===== src/eocc_cfg.svh =====
// Purpose: Constants for the external oscillator clock control block
// Assumes: Included by its bare name wherever a constant is needed
// Notes: Definitions only
`ifndef EOCC_CFG_SVH
`define EOCC_CFG_SVH

// Mode input encoding
`define EOCC_MODE_W 3
`define EOCC_MODE_OFF 3'h0
`define EOCC_MODE_CMOS 3'h2
`define EOCC_MODE_RC 3'h4
`define EOCC_MODE_CAP 3'h5
`define EOCC_MODE_XTAL 3'h6

// Frequency control field
`define EOCC_FCN_W 3
`define EOCC_FCN_RST 3'h0

// Port 0 bit positions, large and small package
`define EOCC_PORT_W 8
`define EOCC_LG_PIN_IN 3'h6
`define EOCC_LG_PIN_OUT 3'h7
`define EOCC_SM_PIN_IN 3'h2
`define EOCC_SM_PIN_OUT 3'h3

// Divide ratio of the peripheral clock
`define EOCC_DIV_RATIO 8
`define EOCC_DIV_CNT_W 2
`define EOCC_DIV_HALF 2'h3

// Amplitude qualification
`define EOCC_QUAL_W 4
`define EOCC_QUAL_CYCLES 4'h8

// Software wait before polling the valid flag
`define EOCC_START_WAIT_US 1000
`define EOCC_CLK_MHZ 10
`define EOCC_START_WAIT_CYC (`EOCC_START_WAIT_US * `EOCC_CLK_MHZ)

`endif


===== src/eocc_pkg.sv =====
// Purpose: Types for the external oscillator clock control block
// Assumes: eocc_cfg.svh holds every number except the enum encodings set here
// Notes: Types only
package eocc_pkg;
   typedef enum logic [2:0] {
      EOCC_OFF = 3'b000,
      EOCC_CMOS = 3'b001,
      EOCC_RC = 3'b010,
      EOCC_CAP = 3'b011,
      EOCC_XTAL = 3'b100
   } eocc_mode_t;

   typedef enum logic [1:0] {
      EOCC_V_DIS = 2'b00,
      EOCC_V_SETTLE = 2'b01,
      EOCC_V_VALID = 2'b10
   } eocc_vstate_t;
endpackage : eocc_pkg


===== src/eocc_div_if.sv =====
// Purpose: Link between the top and the divide-by-eight synchroniser
// Assumes: Single system clock
// Notes: Top drives run, divider drives its outputs
`timescale 1ns/1ps
interface eocc_div_if;
   logic run;
   logic osc_clk;
   logic div_lvl;
   logic div_tick;

   modport top (output run, output osc_clk, input div_lvl, input div_tick);
   modport div (input run, input osc_clk, output div_lvl, output div_tick);
endinterface : eocc_div_if


===== src/eocc_div8.sv =====
// Purpose: Resynchronise the external clock and divide it by eight
// Assumes: External frequency at most a quarter of the system clock frequency
// Notes: Edge quantised to one system clock, jitter up to one cycle
`timescale 1ns/1ps
`include "eocc_cfg.svh"
module eocc_div8
   import eocc_pkg::*;
(
   input wire logic clk_i,
   input wire logic rst_i,
   eocc_div_if.div dv
);
   logic s1_q, s2_q, s3_q, s1_d, s2_d, s3_d;
   logic f_q, f_d;
   logic [`EOCC_DIV_CNT_W-1:0] cnt_q, cnt_d;
   logic lvl_q, lvl_d, tick_q, tick_d;

   always_comb begin
      s1_d = dv.osc_clk;
      s2_d = s1_q;
      s3_d = s2_q;
      // Level accepted once the two later stages agree
      f_d = (s2_q == s3_q) ? s3_q : f_q;
      cnt_d = cnt_q;
      lvl_d = lvl_q;
      tick_d = 1'b0;
      if (!dv.run) begin
         cnt_d = '0;
         lvl_d = 1'b0;
      end else if (f_d && !f_q) begin
         cnt_d = cnt_q + 1'b1;
         if (cnt_q == `EOCC_DIV_HALF) begin
            lvl_d = !lvl_q;
            tick_d = lvl_q;
         end
      end
   end

   always_ff @(posedge clk_i) begin
      if (rst_i) begin
         s1_q <= 1'b0;
         s2_q <= 1'b0;
         s3_q <= 1'b0;
         f_q <= 1'b0;
         cnt_q <= '0;
         lvl_q <= 1'b0;
         tick_q <= 1'b0;
      end else begin
         s1_q <= s1_d;
         s2_q <= s2_d;
         s3_q <= s3_d;
         f_q <= f_d;
         cnt_q <= cnt_d;
         lvl_q <= lvl_d;
         tick_q <= tick_d;
      end
   end

   assign dv.div_lvl = lvl_q;
   assign dv.div_tick = tick_q;
endmodule : eocc_div8


===== src/eocc_top.sv =====
// Purpose: Digital control of the external oscillator drive circuit
// Assumes: One 10 MHz system clock, synchronous active-high reset
// Notes: Control bits arrive as plain inputs, no software registers
//
// Function
// - Crystal mode claims both oscillator port bits for the selected package.
// - Capacitor, RC and CMOS modes claim only the oscillator output bit.
// - External clock divided by eight is offered to timers and counter array.
// - Divided clock is resynchronised to system clock, jitter up to one cycle.
`timescale 1ns/1ps
`include "eocc_cfg.svh"
module eocc_top
   import eocc_pkg::*;
(
   input wire logic clk_i,
   input wire logic rst_i,
   input wire logic [`EOCC_MODE_W-1:0] osc_mode_i,
   input wire logic [`EOCC_FCN_W-1:0] ext_freq_control_i,
   input wire logic small_pkg_i,
   input wire logic sysclk_is_ext_i,
   input wire logic ext_osc_clk_i,
   input wire logic amp_ok_i,
   output logic [`EOCC_PORT_W-1:0] pin_claim_o,
   output logic [`EOCC_PORT_W-1:0] pin_dig_in_o,
   output logic [`EOCC_FCN_W-1:0] drive_fcn_o,
   output logic xtal_drive_en_o,
   output logic rc_drive_en_o,
   output logic cap_drive_en_o,
   output logic cmos_in_en_o,
   output logic ext_div8_clk_o,
   output logic ext_div8_tick_o,
   output logic crystal_valid_flag_o
);
   ////////////////////////////////////////////////////////////////////////
   // Mode decode

   function automatic eocc_mode_t dec_mode(
      input logic [`EOCC_MODE_W-1:0] m
   );
      eocc_mode_t r;
      case (m)
         `EOCC_MODE_CMOS: r = EOCC_CMOS;
         `EOCC_MODE_RC: r = EOCC_RC;
         `EOCC_MODE_CAP: r = EOCC_CAP;
         `EOCC_MODE_XTAL: r = EOCC_XTAL;
         default: r = EOCC_OFF;
      endcase
      return r;
   endfunction : dec_mode

   function automatic logic [`EOCC_PORT_W-1:0] bit_mask(
      input logic [2:0] pos
   );
      logic [`EOCC_PORT_W-1:0] r;
      r = '0;
      r[pos] = 1'b1;
      return r;
   endfunction : bit_mask

   eocc_mode_t mode_q, mode_d;
   eocc_mode_t mode_now;

   always_comb begin
      mode_now = dec_mode(osc_mode_i);
      mode_d = mode_now;
   end

   ////////////////////////////////////////////////////////////////////////
   // Pin ownership and drive enables

   logic [`EOCC_PORT_W-1:0] claim_q, claim_d, dig_q, dig_d;
   logic [`EOCC_FCN_W-1:0] fcn_q, fcn_d;
   logic xen_q, xen_d, ren_q, ren_d, cen_q, cen_d, men_q, men_d;
   logic [`EOCC_PORT_W-1:0] in_mask, out_mask;

   always_comb begin
      in_mask = small_pkg_i ? bit_mask(`EOCC_SM_PIN_IN)
                            : bit_mask(`EOCC_LG_PIN_IN);
      out_mask = small_pkg_i ? bit_mask(`EOCC_SM_PIN_OUT)
                             : bit_mask(`EOCC_LG_PIN_OUT);
      claim_d = '0;
      dig_d = '0;
      xen_d = 1'b0;
      ren_d = 1'b0;
      cen_d = 1'b0;
      men_d = 1'b0;
      // Frequency setting only reaches the drive while it is enabled
      fcn_d = `EOCC_FCN_RST;
      case (mode_now)
         EOCC_XTAL: begin
            claim_d = in_mask | out_mask;
            dig_d = in_mask | out_mask;
            xen_d = 1'b1;
            fcn_d = ext_freq_control_i;
         end
         EOCC_RC: begin
            claim_d = out_mask;
            dig_d = out_mask;
            ren_d = 1'b1;
            fcn_d = ext_freq_control_i;
         end
         EOCC_CAP: begin
            claim_d = out_mask;
            dig_d = out_mask;
            cen_d = 1'b1;
            fcn_d = ext_freq_control_i;
         end
         EOCC_CMOS: begin
            // Driven clock, no digital-input hint needed
            claim_d = out_mask;
            men_d = 1'b1;
         end
         default: begin
            claim_d = '0;
         end
      endcase
   end

   always_ff @(posedge clk_i) begin
      if (rst_i) begin
         mode_q <= EOCC_OFF;
         claim_q <= '0;
         dig_q <= '0;
         fcn_q <= `EOCC_FCN_RST;
         xen_q <= 1'b0;
         ren_q <= 1'b0;
         cen_q <= 1'b0;
         men_q <= 1'b0;
      end else begin
         mode_q <= mode_d;
         claim_q <= claim_d;
         dig_q <= dig_d;
         fcn_q <= fcn_d;
         xen_q <= xen_d;
         ren_q <= ren_d;
         cen_q <= cen_d;
         men_q <= men_d;
      end
   end

   ////////////////////////////////////////////////////////////////////////
   // Divided clock for timers and counter array

   eocc_div_if dif ();
   logic dclk_q, dclk_d, dtick_q, dtick_d;

   // Divider held idle with the oscillator off, so it restarts in phase
   assign dif.run = (mode_q != EOCC_OFF);
   assign dif.osc_clk = ext_osc_clk_i;

   eocc_div8 u_div (
      .clk_i(clk_i),
      .rst_i(rst_i),
      .dv(dif.div)
   );

   always_comb begin
      dclk_d = dif.div_lvl;
      dtick_d = dif.div_tick;
   end

   always_ff @(posedge clk_i) begin
      if (rst_i) begin
         dclk_q <= 1'b0;
         dtick_q <= 1'b0;
      end else begin
         dclk_q <= dclk_d;
         dtick_q <= dtick_d;
      end
   end

   ////////////////////////////////////////////////////////////////////////
   // Crystal valid flag

   logic a1_q, a2_q, a3_q, af_q;
   logic a1_d, a2_d, a3_d, af_d;
   eocc_vstate_t vst_q, vst_d;
   logic [`EOCC_QUAL_W-1:0] qcnt_q, qcnt_d;
   logic valid_q, valid_d;

   always_comb begin
      a1_d = amp_ok_i;
      a2_d = a1_q;
      a3_d = a2_q;
      af_d = (a2_q == a3_q) ? a3_q : af_q;
   end

   // Amplitude must hold steadily before the flag is raised,
   // so a brief detector glitch at start-up cannot report valid
   always_comb begin
      vst_d = vst_q;
      qcnt_d = qcnt_q;
      valid_d = 1'b0;
      case (vst_q)
         EOCC_V_DIS: begin
            qcnt_d = '0;
            if (mode_q == EOCC_XTAL)
               vst_d = EOCC_V_SETTLE;
         end
         EOCC_V_SETTLE: begin
            if (!af_q)
               qcnt_d = '0;
            else if (qcnt_q != `EOCC_QUAL_CYCLES)
               qcnt_d = qcnt_q + 1'b1;
            if (af_q && qcnt_q == `EOCC_QUAL_CYCLES) begin
               vst_d = EOCC_V_VALID;
               valid_d = 1'b1;
            end
         end
         EOCC_V_VALID: begin
            valid_d = 1'b1;
            if (!af_q) begin
               vst_d = EOCC_V_SETTLE;
               qcnt_d = '0;
               valid_d = 1'b0;
            end
         end
         default: begin
            vst_d = EOCC_V_DIS;
            qcnt_d = '0;
         end
      endcase
      // Leaving crystal mode clears at once
      if (mode_q != EOCC_XTAL) begin
         vst_d = EOCC_V_DIS;
         qcnt_d = '0;
         valid_d = 1'b0;
      end
   end

   always_ff @(posedge clk_i) begin
      if (rst_i) begin
         a1_q <= 1'b0;
         a2_q <= 1'b0;
         a3_q <= 1'b0;
         af_q <= 1'b0;
         vst_q <= EOCC_V_DIS;
         qcnt_q <= '0;
         valid_q <= 1'b0;
      end else begin
         a1_q <= a1_d;
         a2_q <= a2_d;
         a3_q <= a3_d;
         af_q <= af_d;
         vst_q <= vst_d;
         qcnt_q <= qcnt_d;
         valid_q <= valid_d;
      end
   end

   ////////////////////////////////////////////////////////////////////////
   // Outputs, all from flip-flops

   assign pin_claim_o = claim_q;
   assign pin_dig_in_o = dig_q;
   assign drive_fcn_o = fcn_q;
   assign xtal_drive_en_o = xen_q;
   assign rc_drive_en_o = ren_q;
   assign cap_drive_en_o = cen_q;
   assign cmos_in_en_o = men_q;
   assign ext_div8_clk_o = dclk_q;
   assign ext_div8_tick_o = dtick_q;
   assign crystal_valid_flag_o = valid_q;

   // sysclk_is_ext_i is informational: the resynchronised divided clock
   // is used either way, which is harmless when ext is the system clock
   logic unused_sel;
   assign unused_sel = sysclk_is_ext_i;
endmodule : eocc_top


===== config.mk =====
export PLATFORM = sky130hd
export DESIGN_NAME = eocc_top
export DESIGN_NICKNAME = d
export VERILOG_FILES = /design/src/eocc_pkg.sv /design/src/eocc_div_if.sv /design/src/eocc_div8.sv /design/src/eocc_top.sv
export VERILOG_INCLUDE_DIRS = /design/src
export SDC_FILE = /design/constraint.sdc
export NUM_CORES = 1
export LEC_CHECK = 0
export ABC_AREA = 1
export BUFFER_PORTS_ARGS = -buffer_cell sky130_fd_sc_hd__buf_2
export CORE_ASPECT_RATIO = 0.5
export CORE_MARGIN = 5
export CORE_UTILIZATION = 51
export CTS_BUF_LIST = sky130_fd_sc_hd__clkbuf_16
export DETAILED_ROUTE_END_ITERATION = 16
export PLACE_DENSITY = 0.88
export SYNTH_ARGS = -nofsm -noshare
export SYNTH_HDL_FRONTEND = slang
export SYNTH_SLANG_ARGS = --single-unit
export TNS_END_PERCENT = 100

===== constraint.sdc =====
create_clock -name clk_i -period 1.7 [get_ports clk_i]
set_input_delay 0.085 -clock clk_i [delete_from_list [all_inputs] [get_ports clk_i]]
set_output_delay 0.085 -clock clk_i [all_outputs]
set_load 0.01 [all_outputs]

==> out/results.txt <==
Number of DRC markers after the initial detailed-route iteration -> 58
Post-CTS Setup Inserts -> 0
Total global routing overflow -> 0
Number of global-route vias before repair -> 1076
Number of buffers on the longest clock path -> 2
Routed length per instance -> 10.8 microns
Final Instance Count excl. Fillers -> 252
Largest voltage drop on the vdd net -> 0.763 mV
Setup_tns -> 0 ps
Final nets -> 233
Worst-path maximum fanout -> 5
Adder-cell area share of the yosys netlist -> 0.0593
Most numerous cell types in the synthesized netlist -> dfxtp_1, inv_1, nor2_1
Endpoints failing hold -> 0
Synthesized-area fraction occupied by and/or/nand/nor cells -> 0.225
Number of H-tree branching levels -> 2
Leading cell type by number of instances after synthesis -> dfxtp_1
Critical Setup Path Class -> reg -> reg
Cell Rows -> 13
Cell Chain, Critical Path -> inv_1 > ha_1 > nand2_1 > a21boi_1 > nand2_1 > a21oi_2
TritonCTS Buffers -> 5
Effective utilization at floorplan -> 0.550
Post-CTS resize count -> 0
Die area -> 4140 sq um
Multiplexer share of the synthesized area -> 0
Number of standard cells after synthesis -> 184
Total of max-cap violations -> 0
Share of power burned in the clock network -> 0.466
Class of the tightest hold or removal check -> in -> reg
Share of flip-flops with an asynchronous set or reset after synthesis -> 0
Post-cts hold buffer count -> 0
YS warnings -> 0
Clock tree root buffer cell -> clkbuf_16
Layout area overhead -> 18.1%
Combinational power share -> 0.044
All-layer global routing usage -> 0.148
Wire length of the first global-routing pass -> 4.51 mm
Worst stage delay on the critical path -> 360 ps
Most used cell, CP -> nand2_1
Number of ports placed on the die boundary -> 38
Final count of negative-setup-slack endpoints -> 0
Placed cells -> 244
Clock tree from TritonCTS -> done
Most used flip-flop cell after synthesis -> dfxtp_1
Compound-gate portion of the synthesized area -> 0.0627
Post-synth EDFFs -> 0
Count of input and output buffers -> 28
Top post-synthesis cells by area -> dfxtp_1, inv_1, nor2_1
Post-Layout Inst Area -> 1740 sq um
Synth Area per Inst -> 8.02 sq um
Placer's final routability congestion estimate -> 0.853
TritonRoute pass-1 iters -> 4
Startpoint kind of the worst setup timing path -> flop
Die boundary height -> 48.0 microns
Combinational family with the most area after synthesis -> simple AND/OR/NAND/NOR gates
Xor-xnor portion of the synthesized cell area -> 0.00593
Area leader, netlist -> dfxtp_1
Top-area cell type share of the netlist area -> 0.502
Cell area power density -> 1050 nW/um^2
Share of post-route cells with drive strength above 1 -> 0.209
Clock transition at the register clock pins on the worst setup and hold paths after CTS -> 50 ps
CP Data Required Time -> 1910 ps
Detailed placer's ending HPWL -> 1.99 mm
Vias after detailed routing -> 1144
Syn Std Cell Area -> 1480 sq um
CTS sink count -> 37
Number of diodes -> 0
Chip Width -> 86.1 microns
Slew Viols, Final -> 0
Maximum clock skew at final layout -> 2.35 ps
Number of library cell types mapped by synthesis -> 26
Sw frac -> 0.207
Minimum clock period -> 1460 ps
Setup repair after global routing missed its margin -> no
CORE AREA -> 2680 sq um
Number of flip-flops and latches in the synthesized netlist -> 37
Routed vias/inst -> 4.54
Maximum number of pins on one net before global-route repair -> 18
F_max -> 687 MHz
Switching power of the nets -> 378 uW
Initial antenna violation count -> 0
Critical Path Sink Type -> flop
Reported leakage power -> 0.863 nW
Total length of routed wires -> 2.73 mm
Number of fill cells -> 216
Flop pwr share -> 0.490
# DRC -> 0
Sequential cell area fraction in the yosys report -> 0.502
Slowest cell on the critical path -> dfxtp_1
Post-place instance area -> 1610 sq um
Clock latency on the worst-skew pair -> 280 ps
Data arrival time of the critical path -> 1670 ps
Internal Power -> 1.45 mW
Share of the clock period used by the worst path after layout -> 0.856
Run status -> finished, final reports clean
Number of nets with antenna violations after routing -> 0
-- cell type report --
| cell class | instances | area, sq um | area share |
|---|---|---|---|
| multi-input cells | 108 | 551 | 0.316 |
| repair buffers | 28 | 140 | 0.0803 |
| well taps | 37 | 46.3 | 0.0265 |
| clock inverters | 3 | 13.8 | 0.00789 |
| clock buffers | 5 | 125 | 0.0717 |
| flip-flops and latches | 37 | 741 | 0.425 |
| inverters | 34 | 128 | 0.0732 |
-- state kept, by name (all words and copies together), names as in the netlist, 2 cells and up --
| register | cells |
|---|---|
| vst_q | 2 |
| qcnt_q | 4 |
| pin_claim_o | 3 |
| drive_fcn_o | 3 |
| u_div.cnt_q | 2 |
| mode_q | 3 |
| pin_dig_in_o | 3 |
-- worst paths after layout --
kind                      start          to  slack [ps]  depth (start not counted)
setup / recovery       vst_q[0]   qcnt_q[2]         240                          6
setup reg to reg       vst_q[0]   qcnt_q[2]         240                          6
hold reg to reg            a1_q        a2_q         410                          2
hold / removal    ext_osc_clk_i  u_div.s1_q           8                          3
-- cells in the final DEF, fill, tap and decap left out, types with 2 or more instances in the layout --
cell	instances
dfxtp_1	37
inv_1	35
nor2_1	33
buf_2	28
nand2_1	25
conb_1	8
ha_1	7
o21ai_0	5
clkbuf_16	5
a21oi_1	4
nor3_1	4
nand3_1	4
nor2_2	3
nand2_2	2
or2_2	2
a21oi_2	2
clkinv_2	2
-- power groups by stage --
stage / Combinational, mW / Clock [mW] / Sequential [mW]
2_1_floorplan: 0.0581 / 0 / 0.916
3_3_place_gp: 0.0771 / 0 / 0.911
3_5_place_dp: 0.0787 / 0 / 0.912
4_1_cts: 0.0796 / 0.858 / 0.894
5_1_grt: 0.0900 / 0.904 / 0.895
6_report: 0.0796 / 0.850 / 0.894
-- cells by family (layout without fill, tap and decap cells) --
family / after synthesis / in the layout
buf+inv: 46 / 70
flops: 37 / 37
xor+xnor: 1 / 1
compound gates: 15 / 15
simple gates: 77 / 77
fa+ha+maj: 7 / 7
other cells: 1 / 8
-- layer usage --
layer | up-vias | part of all wire | track usage
li1 | 591 | - | -
met1 | 513 | 0.43 | 0.150
met2 | 34 | 0.50 | 0.288
met3 | 6 | 0.046 | 0.0326
met4 | 0 | 0.020 | 0.104
met5 | - | 0 | 0
-- per-stage QoR --
step / worst slack [ps] / utilization / total power, mW / hold WS, ps
final: 245 / 0.650 / 1.82 / 8.24
after CTS: 254 / 0.650 / 1.83 / 7.97
after global routing: 108 / 0.650 / 1.89 / 11.1
after detailed placement: 275 / 0.598 / 0.990 / 291
after global placement: 359 / 0.598 / 0.988 / 285
after floorplan: 464 / - / 0.974 / 157
-- critical path: cells and delay by family (launching register included) --
| family | cells | cell delay [ps] |
|---|---|---|
| AOI/OAI and AO/OA | 2 | 410 |
| adders and majority gates | 1 | 230 |
| buffers and inverters | 1 | 90 |
| DFF | 1 | 360 |
| and+or+nand+nor | 2 | 300 |
(Power assumes the default switching activity.)
